==> src/hdl/tws_pkg.sv <==
// Shared constants and types of the two-wire slave port.
// Assumes a 32-bit classic Wishbone register bus and one system clock.
package tws_pkg;

  // ----------------------------------------------------------------
  // Register map (byte addresses)
  // ----------------------------------------------------------------
  localparam int ADDR_W = 5;
  localparam logic [4:0] OFS_SETTINGS = 5'h00;
  localparam logic [4:0] OFS_STATUS = 5'h04;
  localparam logic [4:0] OFS_BUFFER = 5'h08;
  localparam logic [4:0] OFS_OWN_ADDR = 5'h0C;
  localparam logic [4:0] OFS_TIMEOUT = 5'h10;
  localparam logic [4:0] OFS_PULL = 5'h14;

  // ----------------------------------------------------------------
  // Field positions and reset values
  // ----------------------------------------------------------------
  localparam int BIT_IFACE_ON = 1;
  localparam int BIT_FILT_LO = 2;
  localparam int BIT_FILT_HI = 3;
  localparam int BIT_PULL_SCL = 0;
  localparam int BIT_PULL_SDA = 1;
  localparam int BIT_OWN_ADDR_LO = 1;
  localparam logic [7:0] RST_SETTINGS = 8'h00;
  localparam logic [7:0] RST_STATUS = 8'h81;
  localparam logic [7:0] RST_OWN_ADDR = 8'h00;
  localparam logic [7:0] RST_TIMEOUT = 8'h00;
  localparam logic [7:0] RST_PULL = 8'h00;

  // ----------------------------------------------------------------
  // Debounce codes and lengths
  // ----------------------------------------------------------------
  localparam logic [1:0] FILT_NONE = 2'h0;
  localparam logic [1:0] FILT_SHORT_CODE = 2'h1;
  localparam logic [2:0] FILT_SHORT_LEN = 3'h2;
  localparam logic [2:0] FILT_LONG_LEN = 3'h4;
  localparam logic [2:0] LAST_BIT = 3'h7;

  // Status and control byte, msb first
  typedef struct packed {
    logic byte_done_flag;
    logic addr_match_flag;
    logic bus_busy_flag;
    logic transmit_select;
    logic ack_out_bit;
    logic master_dir_flag;
    logic match_wake_enable;
    logic ack_in_flag;
  } tws_status_t;

  typedef enum logic [7:0] {
    ST_IDLE = 8'h01,
    ST_ADDR = 8'h02,
    ST_ADDR_ACK = 8'h04,
    ST_HOLD = 8'h08,
    ST_RX = 8'h10,
    ST_RX_ACK = 8'h20,
    ST_TX = 8'h40,
    ST_TX_ACK = 8'h80
  } tws_state_t;

  function automatic logic [2:0] tws_filter_len(input logic [1:0] sel);
    if (sel == FILT_NONE)
    begin
      return 3'h0;
    end
    else if (sel == FILT_SHORT_CODE)
    begin
      return FILT_SHORT_LEN;
    end
    return FILT_LONG_LEN;
  endfunction : tws_filter_len

endpackage : tws_pkg

==> src/hdl/tws_port.sv <==
// Slave-only two-wire serial port with Wishbone register access.
// Assumes open-drain lines resolved outside; pins are asynchronous to clk.
//
// Contract
// - Selected debounce filters bus inputs for 2 or 4 system clocks.
// - Filter code 00 none, 01 two clocks, 10 and 11 four clocks.
// - Every byte passes one 8-bit buffer; software loads or reads it. The address byte is not loaded into it here.
// - Own address sits in bits 7..1, resets zero, bit 0 reads zero.
// - Slave is selected only when received address equals own address.
// - With the interface off the pins are not bus lines.
// - Enabling keeps transmit-select and ack-out, resets the other flags; the code keeps wake-enable as well.
// - Byte-done reads 0 during a byte, 1 after eight received bits or after the ack clock of a sent byte.
// - Reading the buffer clears byte-done.
// - Start clears byte-done; stop sets it.
// - Address-match flag is high on a matching address, else low.
// - Busy flag sets on start and clears on stop.
// - Transmit-select 0 makes a receiver, 1 a transmitter.
// - Ack-out bit is driven on the 9th clock after a received byte.
// - Direction flag holds the received read/write bit.
// - With wake enabled, a matching address requests wake-up.
// - Ack-in flag takes the master acknowledge; it resets to 1.
// - Transmitter releases data line when no acknowledge comes.
// - Pins are open-drain with software pull-high enables.
// - Address arrives MSB first, 8th bit is direction, ack on match.
//
// Implementation choices: the Wishbone register port and the register offsets.
`timescale 1ns/100ps
module tws_port
  import tws_pkg::*;
(
  // System
  input wire logic clk,
  input wire logic arst_n,
  // Wishbone slave
  input wire logic wb_cyc_i,
  input wire logic wb_stb_i,
  input wire logic wb_we_i,
  input wire logic [3:0] wb_sel_i,
  input wire logic [ADDR_W-1:0] wb_adr_i,
  input wire logic [31:0] wb_dat_i,
  output logic [31:0] wb_dat_o,
  output logic wb_ack_o,
  // Bus clock line
  input wire logic scl_i,
  output logic scl_o,
  output logic scl_oe,
  output logic scl_pullup_en,
  // Bus data line
  input wire logic sda_i,
  output logic sda_o,
  output logic sda_oe,
  output logic sda_pullup_en,
  // System side
  output logic iface_active,
  output logic byte_event,
  output logic wake_req
);

  // ----------------------------------------------------------------
  // Register bus
  // ----------------------------------------------------------------
  logic bus_req;
  logic wr_en;
  logic rd_buf;
  logic wr_buf;
  logic buf_access;
  logic [1:0] filt_sel;
  logic [7:0] own_addr;
  logic [7:0] timeout_setup;
  logic [7:0] byte_buffer;
  tws_status_t status;
  logic [7:0] rd_data;

  assign bus_req = wb_cyc_i & wb_stb_i & ~wb_ack_o;
  assign wr_en = bus_req & wb_we_i & wb_sel_i[0];
  assign rd_buf = bus_req & ~wb_we_i & (wb_adr_i == OFS_BUFFER);
  assign wr_buf = wr_en & (wb_adr_i == OFS_BUFFER);
  assign buf_access = rd_buf | wr_buf;

  always_comb
  begin
    unique case (wb_adr_i)
      OFS_SETTINGS: rd_data = {4'h0, filt_sel, iface_active, 1'b0};
      OFS_STATUS: rd_data = status;
      OFS_BUFFER: rd_data = byte_buffer;
      OFS_OWN_ADDR: rd_data = {own_addr[7:1], 1'b0};
      OFS_TIMEOUT: rd_data = timeout_setup;
      OFS_PULL: rd_data = {6'h00, sda_pullup_en, scl_pullup_en};
      default: rd_data = 8'h00;
    endcase
  end

  // One wait state; unmapped addresses answer with zero
  always_ff @(posedge clk or negedge arst_n)
  begin
    if (!arst_n)
    begin
      wb_ack_o <= 1'b0;
      wb_dat_o <= 32'h0000_0000;
    end
    else
    begin
      wb_ack_o <= bus_req;
      wb_dat_o <= (bus_req & ~wb_we_i) ? {24'h00_0000, rd_data} : 32'h0000_0000;
    end
  end

  always_ff @(posedge clk or negedge arst_n)
  begin
    if (!arst_n)
    begin
      filt_sel <= RST_SETTINGS[BIT_FILT_HI:BIT_FILT_LO];
      iface_active <= RST_SETTINGS[BIT_IFACE_ON];
      own_addr <= RST_OWN_ADDR;
      timeout_setup <= RST_TIMEOUT;
      scl_pullup_en <= RST_PULL[BIT_PULL_SCL];
      sda_pullup_en <= RST_PULL[BIT_PULL_SDA];
    end
    else if (wr_en)
    begin
      unique case (wb_adr_i)
        OFS_SETTINGS:
        begin
          filt_sel <= wb_dat_i[BIT_FILT_HI:BIT_FILT_LO];
          iface_active <= wb_dat_i[BIT_IFACE_ON];
        end
        OFS_OWN_ADDR: own_addr <= {wb_dat_i[7:BIT_OWN_ADDR_LO], 1'b0};
        OFS_TIMEOUT: timeout_setup <= wb_dat_i[7:0];
        OFS_PULL:
        begin
          scl_pullup_en <= wb_dat_i[BIT_PULL_SCL];
          sda_pullup_en <= wb_dat_i[BIT_PULL_SDA];
        end
        default: ;
      endcase
    end
  end

  // ----------------------------------------------------------------
  // Pin synchronisers and debounce
  // ----------------------------------------------------------------
  // Index 0 is the clock line, index 1 the data line
  logic [1:0] pin_meta;
  logic [1:0] pin_sync;
  logic [1:0] filt;
  logic [1:0] filt_d;
  logic [2:0] fcnt [2];
  logic [2:0] flen;

  assign flen = tws_filter_len(filt_sel);

  always_ff @(posedge clk or negedge arst_n)
  begin
    if (!arst_n)
    begin
      pin_meta <= 2'h3;
      pin_sync <= 2'h3;
    end
    else
    begin
      pin_meta <= {sda_i, scl_i};
      pin_sync <= pin_meta;
    end
  end

  // A change is taken only after it stood flen samples in a row
  always_ff @(posedge clk or negedge arst_n)
  begin
    if (!arst_n)
    begin
      filt <= 2'h3;
      filt_d <= 2'h3;
      fcnt[0] <= 3'h0;
      fcnt[1] <= 3'h0;
    end
    else
    begin
      filt_d <= filt;
      for (int i = 0; i < 2; i++)
      begin
        if (flen == 3'h0 || pin_sync[i] == filt[i])
        begin
          filt[i] <= pin_sync[i];
          fcnt[i] <= 3'h0;
        end
        else if (fcnt[i] + 3'h1 >= flen)
        begin
          filt[i] <= pin_sync[i];
          fcnt[i] <= 3'h0;
        end
        else
        begin
          fcnt[i] <= fcnt[i] + 3'h1;
        end
      end
    end
  end

  logic scl_rise;
  logic scl_fall;
  logic start_det;
  logic stop_det;

  assign scl_rise = filt[0] & ~filt_d[0];
  assign scl_fall = ~filt[0] & filt_d[0];
  assign start_det = iface_active & filt[0] & filt_d[0] & ~filt[1] & filt_d[1];
  assign stop_det = iface_active & filt[0] & filt_d[0] & filt[1] & ~filt_d[1];

  // ----------------------------------------------------------------
  // Byte engine
  // ----------------------------------------------------------------
  tws_state_t state;
  logic [2:0] bit_cnt;
  logic [7:0] shreg;
  logic [7:0] tx_byte;
  logic addr_done;
  logic addr_hit;
  logic rx_done;
  logic tx_ack_seen;
  logic done_set;

  assign addr_done = (state == ST_ADDR) & scl_rise & (bit_cnt == LAST_BIT);
  assign addr_hit = addr_done & (shreg[6:0] == own_addr[7:1]);
  assign rx_done = (state == ST_RX) & scl_rise & (bit_cnt == LAST_BIT);
  assign tx_ack_seen = (state == ST_TX_ACK) & scl_rise;
  assign done_set = addr_hit | rx_done | tx_ack_seen;
  // Software write in the release cycle goes straight to the shifter
  assign tx_byte = wr_buf ? wb_dat_i[7:0] : byte_buffer;

  always_ff @(posedge clk or negedge arst_n)
  begin
    if (!arst_n)
    begin
      state <= ST_IDLE;
      bit_cnt <= 3'h0;
      shreg <= 8'h00;
      sda_oe <= 1'b0;
      scl_oe <= 1'b0;
    end
    else if (!iface_active)
    begin
      state <= ST_IDLE;
      sda_oe <= 1'b0;
      scl_oe <= 1'b0;
    end
    else if (start_det)
    begin
      state <= ST_ADDR;
      bit_cnt <= 3'h0;
      sda_oe <= 1'b0;
      scl_oe <= 1'b0;
    end
    else if (stop_det)
    begin
      state <= ST_IDLE;
      sda_oe <= 1'b0;
      scl_oe <= 1'b0;
    end
    else
    begin
      unique case (state)
        ST_IDLE: ;
        ST_ADDR, ST_RX:
        begin
          if (scl_rise)
          begin
            shreg <= {shreg[6:0], filt[1]};
            bit_cnt <= bit_cnt + 3'h1;
            if (addr_done)
            begin
              state <= addr_hit ? ST_ADDR_ACK : ST_IDLE;
            end
            if (rx_done)
            begin
              state <= ST_RX_ACK;
            end
          end
        end
        ST_ADDR_ACK, ST_RX_ACK:
        begin
          if (scl_fall && bit_cnt == 3'h0)
          begin
            sda_oe <= (state == ST_ADDR_ACK) | ~status.ack_out_bit;
            bit_cnt <= 3'h1;
          end
          else if (scl_fall)
          begin
            sda_oe <= 1'b0;
            // A refused byte ends the exchange without stretching
            if (state == ST_ADDR_ACK || !status.ack_out_bit)
            begin
              scl_oe <= 1'b1;
              state <= ST_HOLD;
            end
            else
            begin
              state <= ST_IDLE;
            end
          end
        end
        ST_HOLD:
        begin
          if (buf_access)
          begin
            scl_oe <= 1'b0;
            bit_cnt <= 3'h0;
            if (status.transmit_select)
            begin
              shreg <= tx_byte;
              sda_oe <= ~tx_byte[7];
              state <= ST_TX;
            end
            else
            begin
              state <= ST_RX;
            end
          end
        end
        ST_TX:
        begin
          if (scl_fall)
          begin
            bit_cnt <= bit_cnt + 3'h1;
            if (bit_cnt == LAST_BIT)
            begin
              sda_oe <= 1'b0;
              state <= ST_TX_ACK;
            end
            else
            begin
              sda_oe <= ~shreg[6];
              shreg <= {shreg[6:0], 1'b0};
            end
          end
        end
        ST_TX_ACK:
        begin
          if (scl_fall)
          begin
            if (!status.ack_in_flag)
            begin
              scl_oe <= 1'b1;
              state <= ST_HOLD;
            end
            else
            begin
              sda_oe <= 1'b0;
              state <= ST_IDLE;
            end
          end
        end
      endcase
    end
  end

  // Lines only ever pull low
  always_ff @(posedge clk or negedge arst_n)
  begin
    if (!arst_n)
    begin
      scl_o <= 1'b0;
      sda_o <= 1'b0;
    end
    else
    begin
      scl_o <= 1'b0;
      sda_o <= 1'b0;
    end
  end

  // Buffer keeps no reset value; software must load it before use
  always_ff @(posedge clk)
  begin
    if (rx_done)
    begin
      byte_buffer <= {shreg[6:0], filt[1]};
    end
    else if (wr_buf)
    begin
      byte_buffer <= wb_dat_i[7:0];
    end
  end

  // ----------------------------------------------------------------
  // Status flags
  // ----------------------------------------------------------------
  always_ff @(posedge clk or negedge arst_n)
  begin
    if (!arst_n)
    begin
      status <= RST_STATUS;
    end
    else
    begin
      if (wr_en && wb_adr_i == OFS_STATUS)
      begin
        status.transmit_select <= wb_dat_i[4];
        status.ack_out_bit <= wb_dat_i[3];
        status.match_wake_enable <= wb_dat_i[1];
      end
      if (!iface_active)
      begin
        status.byte_done_flag <= RST_STATUS[7];
        status.addr_match_flag <= RST_STATUS[6];
        status.bus_busy_flag <= RST_STATUS[5];
        status.master_dir_flag <= RST_STATUS[2];
        status.ack_in_flag <= RST_STATUS[0];
      end
      else
      begin
        if (start_det)
        begin
          status.bus_busy_flag <= 1'b1;
        end
        else if (stop_det)
        begin
          status.bus_busy_flag <= 1'b0;
        end
        // Clear first so a same-cycle set wins
        if (start_det || rd_buf || (wr_buf && state == ST_HOLD))
        begin
          status.byte_done_flag <= 1'b0;
        end
        if (done_set || stop_det)
        begin
          status.byte_done_flag <= 1'b1;
        end
        if (start_det || stop_det || rx_done || tx_ack_seen)
        begin
          status.addr_match_flag <= 1'b0;
        end
        if (addr_hit)
        begin
          status.addr_match_flag <= 1'b1;
          status.master_dir_flag <= filt[1];
        end
        if (tx_ack_seen)
        begin
          status.ack_in_flag <= filt[1];
        end
      end
    end
  end

  // Event and wake pulses toward the system
  always_ff @(posedge clk or negedge arst_n)
  begin
    if (!arst_n)
    begin
      byte_event <= 1'b0;
      wake_req <= 1'b0;
    end
    else
    begin
      byte_event <= done_set;
      wake_req <= addr_hit & status.match_wake_enable;
    end
  end
endmodule : tws_port

==> config.mk <==
export PLATFORM = sky130hd
export DESIGN_NAME = tws_port
export DESIGN_NICKNAME = d
export VERILOG_FILES = /design/src/hdl/tws_pkg.sv /design/src/hdl/tws_port.sv
export SDC_FILE = /design/constraint.sdc
export NUM_CORES = 1
export LEC_CHECK = 0
export BUFFER_PORTS_ARGS = -buffer_cell sky130_fd_sc_hd__buf_2
export CAP_MARGIN = 20
export CORE_ASPECT_RATIO = 0.8
export CORE_UTILIZATION = 25
export CTS_CLUSTER_SIZE = 14
export DETAILED_ROUTE_END_ITERATION = 12
export SYNTH_ARGS = -nofsm -noshare
export SYNTH_HDL_FRONTEND = slang
export SYNTH_SLANG_ARGS = --single-unit
==> constraint.sdc <==
create_clock -name clk -period 4.81 [get_ports clk]
set_input_delay 1.2025 -clock clk [delete_from_list [all_inputs] [get_ports clk]]
set_output_delay 1.2025 -clock clk [all_outputs]
set_load 0.01 [all_outputs]
* Yosys cells after proc, flatten, opt, wreduce, memory -nomap -nowiden
Index checks and enable logic that the tools add are counted.
Widths: inputs -> output; s select.
** Operators by class
- Reduce and logical (&&, ||, !) cells :: 32
- $add $sub $neg :: 3
- Bitwise gates (word level) :: 37
- Mux-type cells :: 80
- Order comparisons :: 2
- Equality and inequality tests :: 48
** Operator list (count)
- $mux 8 :: 15
- $ne 5x5->1 const B :: 11
- $pmux 8 s6 :: 1
- $mux 3 :: 15
- $mux 7 :: 6
- $pmux 8 s5 :: 1
- $mux 1 :: 36
- $and 1x1->1 :: 22
- $pmux 7 s3 :: 1
- $reduce_and 7->1 :: 3
- $reduce_and 9->1 :: 2
- $ne 2x2->1 const B :: 6
- $ne 3x3->1 const B :: 4
- $ne 6x6->1 const B :: 2
- $pmux 3 s4 :: 1
- $not 1->1 :: 11
- $eq 5x4->1 const B :: 2
- $eq 5x5->1 const B :: 2
- $add 3x1->3 const B :: 3
- $logic_or 1x1->1 :: 9
- $ne 3x1->1 const B :: 3
- $eq 8x2->1 const B :: 1
- $eq 8x3->1 const B :: 1
- $eq 8x4->1 const B :: 1
- other kinds (28) :: 43
** Storage, ports and cells
- Bits in registers :: 81
- Bits of input ports :: 48
- Word-level logic and storage cells :: 233

* Logic depth before layout (Yosys ltp)
Gate-level depths: netlist of run 1.
- Word-level depth :: 13
- Depth in mapped cells :: 9
- Gate-level depth less buffers :: 8

* Least setup slack after synthesis of run 1
OpenSTA, ideal clock, no wires.
- Kind :: in2reg
- From :: input wb_stb_i
- To :: register shreg[5]
- Library setup time :: 125 ps
- Data required time :: 4685 ps
- Stages :: 9
- Arrival time :: 2739 ps
- Setup slack :: 1946 ps
- Path through :: and3b_1 > clkbuf_1 > and3_1 > clkbuf_1 > and2_1 > buf_2 > mux2i_1 > o21ai_0 > mux2_2
** On the way
- Cells in the longest elaborated chain, start to end :: 9
- Elaborated cells on any way between the ends :: 14
** RTL lines
- start: declaration :: line tws_port.sv:36 : input wire logic wb_stb_i,
- $and 1x1->1 (*) (2 in a row) :: line tws_port.sv:74 : assign bus_req = wb_cyc_i & wb_stb_i & ~wb_ack_o;
- net bus_req :: line tws_port.sv:62 : logic bus_req;
- $and 1x1->1 (2 in a row) :: line tws_port.sv:75 : assign wr_en = bus_req & wb_we_i & wb_sel_i[0];
- $and 1x1->1 :: line tws_port.sv:77 : assign wr_buf = wr_en & (wb_adr_i == OFS_BUFFER);
- $mux 8 :: line tws_port.sv:228 : assign tx_byte = wr_buf ? wb_dat_i[7:0] : byte_buffer;
- $mux 7 :: line tws_port.sv:307 : if (status.transmit_select)
- $mux 7 :: line tws_port.sv:303 : if (buf_access)
- $pmux 7 s3 :: line tws_port.sv:261 : unique case (state)
- end signal: assignment :: line tws_port.sv:267 : shreg <= {shreg[6:0], filt[1]};
- end signal: assignment :: line tws_port.sv:309 : shreg <= tx_byte;
- end signal: assignment :: line tws_port.sv:332 : shreg <= {shreg[6:0], 1'b0};
- end: declaration :: line tws_port.sv:214 : logic [7:0] shreg;
The timed path passes the listed nets; every way through them passes the cells marked *. The select of a mux whose other input is x is not followed.
A chain may end at the register's enable or synchronous reset.

* Worst setup path after layout of run 1
- From :: input wb_adr_i[1]
- To :: register shreg[5]
** On the way
- Cells in the longest elaborated chain, start to end :: 6
- Elaborated cells on any way between the ends :: 10
** RTL lines
- start: declaration :: line tws_port.sv:39 : input wire logic [ADDR_W-1:0] wb_adr_i,
- $eq 5x4->1 (*) :: line tws_port.sv:76, tws_port.sv:77
- $and 1x1->1 :: line tws_port.sv:77
- $mux 8 :: line tws_port.sv:228
- $mux 7 :: line tws_port.sv:307
- $mux 7 :: line tws_port.sv:303
- $pmux 7 s3 :: line tws_port.sv:261
Every way passes the cells marked *; elsewhere a longest branch is shown, timed or not. The select of a mux whose other input is x is not followed.

==> results.sh, run 1 <==
export IMPL_post_place_cells=679
export IMPL_cts_buffers=9
export IMPL_grt_pass1_vias=3261
export IMPL_hold_viol=0
export IMPL_antenna_found_initial=0
export IMPL_yosys_top_cells_count="62 x dfrtp_1, 41 x nand2_1, 30 x mux2_2, 30 x nor2_1, 26 x buf_4"
export IMPL_tightest_slew_ns=0.945
export IMPL_grt_max_degree=74
export IMPL_hpwl_um=8300
export IMPL_synth_seq_area_share_pct=44.9
export IMPL_fin_crit_sh_pct=67.7
export IMPL_ios=90
export IMPL_hold_path_depth=0
export IMPL_die_w_um=151
export IMPL_coreArea_um2=17400
export IMPL_crit_arrival_ns=3.49
export IMPL_first_pass_iters=8
export IMPL_port_buffers=36
export IMPL_syn_cell_area_um2=4460
export IMPL_cts_root_buf="clkbuf_16"
export IMPL_ant_nets=0
export IMPL_synth_warnings=0
export IMPL_h_tree_depth=3
export IMPL_syn_avg_cell_area_um2=10.2
export IMPL_period_minus_slack_ns=3.26
export IMPL_rsz0062_at_grt="no"
export IMPL_start_util_pct=25.7
export IMPL_drv_slew=0
export IMPL_p_leak_nw=2.35
export IMPL_min_path_type="flop to flop"
export IMPL_clk_path_buf_depth=2
export IMPL_synth_area_mux_share_pct=11.8
export IMPL_dieArea_um2=18400
export IMPL_yosysTopAreaCellShare_pct=34.8
export IMPL_cts_resized=0
export IMPL_max_slew_margin_rel_pct=37.0
export IMPL_holdWs_ns=0.358
export IMPL_chipHeight_um=121
export IMPL_ys_ff_latch=81
export IMPL_synthToLayoutAreaGrowth_pct=13.9
export IMPL_p_per_area_nw_per_um2=352
export IMPL_final_cells=695
export IMPL_grt_usage_pct=12.9
export IMPL_synth_top_cell_by_area="dfrtp_1"
export IMPL_viasPerCell=4.82
export IMPL_yosys_area_share_simple_pct=17.7
export IMPL_synth_compound_area_share_pct=12.8
export IMPL_cts_sinks=81
export IMPL_vias=3350
export IMPL_reg2reg_depth=6
export IMPL_synth_flop_cell="dfrtp_1"
export IMPL_holdPathEnd="pin_sync[0]"
export IMPL_synth_xor_area_share_pct=3.14
export IMPL_drtIter0Drc=298
export IMPL_drive_above_1_share_pct=23.6
export IMPL_dpl_cell_area_um2=4740
export IMPL_maxCapViolCount=0
export IMPL_synthCells=439
export IMPL_wire_per_inst_um=16.1
export IMPL_place_gp_congestion=0.844
export IMPL_rows=43
export IMPL_worstPathMaxFanout=12
export IMPL_max_freq_mhz=307
export IMPL_final_core_util_pct=29.2
export IMPL_cts_tree="done"
export IMPL_synth_most_common_cell="dfrtp_1"
export IMPL_clk_pin_slew_ns=0.07
export IMPL_fin_area_um2=5080
export IMPL_cp_start_kind="input pin"
export IMPL_setup_tns_final_ns=0
export IMPL_fillers=1807
export IMPL_finalSetupViolCount=0
export IMPL_synth_area_leaders="dfrtp_1 35%, mux2_2 7.6%, dfstp_2 6.5%"
export IMPL_required_ns=5.04
export IMPL_min_from="pin_meta[0]"
export IMPL_grt_ovfl_total=0
export IMPL_async_flop_share_pct=90.1
export IMPL_synth_edf_count=0
export IMPL_clock_skew_ns=0.0102
export IMPL_n_antenna_cell=0
export IMPL_irDropWorstVdd_mv=0.185
export IMPL_yosys_area_share_adder_pct=2.52
export IMPL_route_detailed_drc=0
export IMPL_critPathKind="input pin to flop"
export IMPL_clk_latency_ns=0.35
export IMPL_grt_pass1_wl_um=17800
export IMPL_r2r_start="state[3]"
export IMPL_synth_top_family_by_area="simple AND/OR/NAND/NOR gates"
export IMPL_nets=522
export IMPL_r2r_slack_ns=2.13
export IMPL_status="completed"
export IMPL_post_cts_buffers=0
export IMPL_cts_hold_buf=0
export IMPL_worst_r2r_endpoint="state[7]"
export IMPL_worst_setup_path_end_kind="flop"
export IMPL_yosys_cell_types_count=65
export IMPL_wl_um=11200
==> metal layers <==
layer | track usage [%] | share of wire [%] | up-vias
met5 | 0 | 0 | -
met4 | 3.69 | 1.1 | 0
met3 | 4.44 | 8.8 | 12
met2 | 17.9 | 42 | 127
met1 | 18.6 | 48 | 1639
li1 | - | - | 1572
==> report_power, final <==
part / internal (mW) / total [mW] / switching [mW] / leakage [nW]
combinational: 0.0884 / 0.217 / 0.128 / 1.16
clock: 0.487 / 0.775 / 0.288 / 0.166
sequential: 0.743 / 0.797 / 0.0538 / 1.02
total: 1.32 / 1.79 / 0.470 / 2.35
==> critical path, stage by stage <==
cell     delay (ns)
buf_2          0.10
nor2_1         0.22
and3_1         0.58
a31o_2         0.29
nand2_1        0.14
nor4_4         0.54
mux2_2         0.40
==> how the worst max path moves through the flow <==
stage,start,end,slack (ns),depth (start not counted)
final,wb_adr_i[1],shreg[5],1.55,7
after global routing,wb_adr_i[1],sda_oe,1.40,7
after CTS,wb_adr_i[1],shreg[5],1.57,7
after detailed placement,wb_adr_i[1],shreg[5],1.24,7
after global placement,wb_adr_i[1],shreg[0],1.28,7
after floorplan,wb_stb_i,shreg[5],1.95,9
==> sequential cells by signal, summed over array words and instances, names as in the netlist, 2 cells and up <==
signal         count
wb_dat_o           8
bit_cnt            3
byte_buffer        8
pin_meta           2
own_addr           7
timeout_setup      8
fcnt               6
pin_sync           2
filt_d             2
filt_sel           2
state              8
filt               2
shreg              7
status             8
==> cells by family (layout without fill, tap and decap cells) <==
| family | after synthesis | in the layout |
|---|---|---|
| and+or+nand+nor | 151 | 151 |
| DFF | 81 | 81 |
| AOI/OAI and AO/OA | 78 | 78 |
| buffers and inverters | 56 | 62 |
| muxes | 47 | 47 |
| xor gates and xnor gates | 16 | 16 |
| adders and majority gates | 9 | 9 |
| other | 1 | 26 |
==> cell type report <==
type | count | area, um^2 | share of cell area [%]
Clock buffer | 11 | 253 | 4.97
Multi-Input combinational cell | 327 | 2240 | 44.0
Clock inverter | 5 | 86.3 | 1.70
Sequential cell | 81 | 2000 | 39.4
Timing Repair Buffer | 37 | 190 | 3.74
Tap cell | 225 | 282 | 5.54
Inverter | 9 | 33.8 | 0.665
==> per-stage QoR <==
stage	setup WS, ns	power (mW)
finish	1.55	1.79
detailed placement	1.24	1.03
global placement	1.28	1.01
CTS	1.57	1.80
global route	1.40	1.87
floorplan	1.95	0.967
==> cells in the final DEF, fill, tap and decap left out, types with 11 or more instances in the layout <==
master | Yosys | final
nor2_1 | 30 | 30
xor2_1 | 13 | 13
mux2i_1 | 13 | 13
o21ai_0 | 12 | 12
a21oi_1 | 23 | 23
dfrtp_1 | 62 | 62
conb_1 | 1 | 26
buf_2 | 7 | 35
nor3_1 | 17 | 17
dfstp_2 | 11 | 11
nand2_1 | 41 | 41
mux2_2 | 30 | 30
Power figures use the tool's default switching activity.
==> run 2: changes to the inputs <==
==> constraint.sdc (replaced) <==
create_clock -name clk -period 3.3 [get_ports clk]
set_input_delay 0.825 -clock clk [delete_from_list [all_inputs] [get_ports clk]]
set_output_delay 0.825 -clock clk [all_outputs]
set_load 0.01 [all_outputs]
==> run 2 against run 1 <==
Net effect:
- die area is the same
- sequential share of layout area about the same
- utilization barely moved
- sequential power grew 46%
- critical path depth decreased by 1
- final area grew 0.12%
- clock power is 35% higher
- final cell count is 0.72% higher
- worst hold slack got worse by 0.0037 ns
- clock skew fell by 0.0029 ns
- non-clock buffer count grew 5
- largest cell class unchanged
- highest routed layer unchanged
==> results.sh, run 2 (synthesis gave the netlist of run 1 again) <==
export IMPL_cts_buffers=9
export IMPL_synthToLayoutAreaGrowth_pct=14.1
export IMPL_h_tree_depth=3
export IMPL_n_antenna_cell=0
export IMPL_layout_common_cells="62 x dfrtp_1, 41 x nand2_1, 35 x buf_2, 30 x nor2_1, 30 x mux2_2"
export IMPL_wl_um=11300
export IMPL_clk_path_buf_depth=2
export IMPL_hpwl_um=8530
export IMPL_rsz0062_at_grt="no"
export IMPL_critPathKind="flop to flop"
export IMPL_cts_sinks=81
export IMPL_timing_final_ws_setup_ns=0.612
export IMPL_ant_nets=0
export IMPL_max_stage_delay_ns=0.58
export IMPL_p_per_area_nw_per_um2=496
export IMPL_slowest_stage="or3_1"
export IMPL_fin_crit_sh_pct=81.5
export IMPL_grt_pass1_wl_um=18300
export IMPL_worst_setup_path_end_kind="flop"
export IMPL_preCtsSetupSlack_ns=0.555
export IMPL_cts_hold_buf=0
export IMPL_crit_chain="or3_1 -> or3_4 -> a21oi_2 -> a311oi_2 -> a21oi_4 -> mux2_4"
export IMPL_grt_max_degree=74
export IMPL_final_core_util_pct=29.3
export IMPL_grt_pass1_vias=3375
export IMPL_max_freq_mhz=372
export IMPL_finalSetupViolCount=0
export IMPL_worstPathMaxFanout=15
export IMPL_route_detailed_drc=0
export IMPL_p_leak_nw=2.35
export IMPL_final_cells=700
export IMPL_clk_pin_slew_ns=0.06
export IMPL_post_cts_buffers=0
export IMPL_viasPerCell=4.86
export IMPL_hold_viol=0
export IMPL_wire_per_inst_um=16.1
export IMPL_final_common_cell="dfrtp_1"
export IMPL_clock_skew_ns=0.00735
export IMPL_first_pass_iters=7
export IMPL_crit_arrival_ns=2.91
export IMPL_ios=90
export IMPL_status="completed"
export IMPL_chipHeight_um=121
export IMPL_dieArea_um2=18400
export IMPL_max_slew_margin_rel_pct=36.9
export IMPL_drv_slew=0
export IMPL_grt_ovfl_total=0
export IMPL_cts_resized=0
export IMPL_cts_tree="done"
export IMPL_clk_latency_ns=0.33
export IMPL_grt_usage_pct=13.1
export IMPL_setup_tns_final_ns=0
export IMPL_cts_root_buf="clkbuf_16"
export IMPL_period_minus_slack_ns=2.69
export IMPL_start_util_pct=25.7
export IMPL_cp_start_kind="flop"
export IMPL_die_w_um=151
export IMPL_min_path_type="flop to flop"
export IMPL_antenna_found_initial=0
export IMPL_holdWs_ns=0.355
export IMPL_drtIter0Drc=393
export IMPL_drive_above_1_share_pct=23.6
export IMPL_nets=527
export IMPL_rows=43
export IMPL_coreArea_um2=17400
export IMPL_port_buffers=36
export IMPL_tightest_slew_ns=0.947
export IMPL_place_gp_congestion=0.849
export IMPL_required_ns=3.52
export IMPL_maxCapViolCount=0
export IMPL_vias=3402
export IMPL_irDropWorstVdd_mv=0.253
export IMPL_post_place_cells=684
## run 2: layout make-up
cell class,count,area [um^2]
Tap cell,225,282
Inverter,9,33.8
Clock inverter,3,67.6
Sequential cell,81,2000
Fill cell,1789,12300
Clock buffer,13,240
Multi-Input combinational cell,327,2240
Timing Repair Buffer,42,228
## run 2: worst max-delay path: cells and delay by family (launching register included)
kind | cells | cell delay, ns
multiplexers | 1 | 0.34
flip-flops | 1 | 0.55
AO/OA/AOI/OAI | 3 | 0.60
AND/OR/NAND/NOR | 2 | 1.07
## run 2: stage by stage
step	power (mW)	area (um^2)
finish	2.52	5090
CTS	2.56	5090
floorplan	1.41	4550
global route	2.65	5090
global placement	1.48	4780
detailed placement	1.49	4780
## run 2: routing by layer
metal,vias to the layer above,part of all wire (%),track usage [%]
li1,1592,-,-
met1,1660,49,18.9
met2,138,43,18.8
met3,12,6.9,3.91
met4,0,0.82,3.50
met5,-,0,0
## run 2: final timing paths
check	start	to	slack, ns	depth (start not counted)
max	state[3]	state[4]	0.61	6
min	pin_meta[1]	pin_sync[1]	0.35	0
max reg2reg	state[3]	state[4]	0.61	6
min reg2reg	pin_meta[1]	pin_sync[1]	0.35	0
max in group asynchronous	arst_n	fcnt[5]	2.05	1
min in group asynchronous	arst_n	timeout_setup[2]	0.64	1
## run 2: power breakdown
group          internal (mW)  switching [mW]  total (mW)
logic                  0.129           0.183       0.313
registers               1.08          0.0790        1.16
clock network          0.664           0.383        1.05
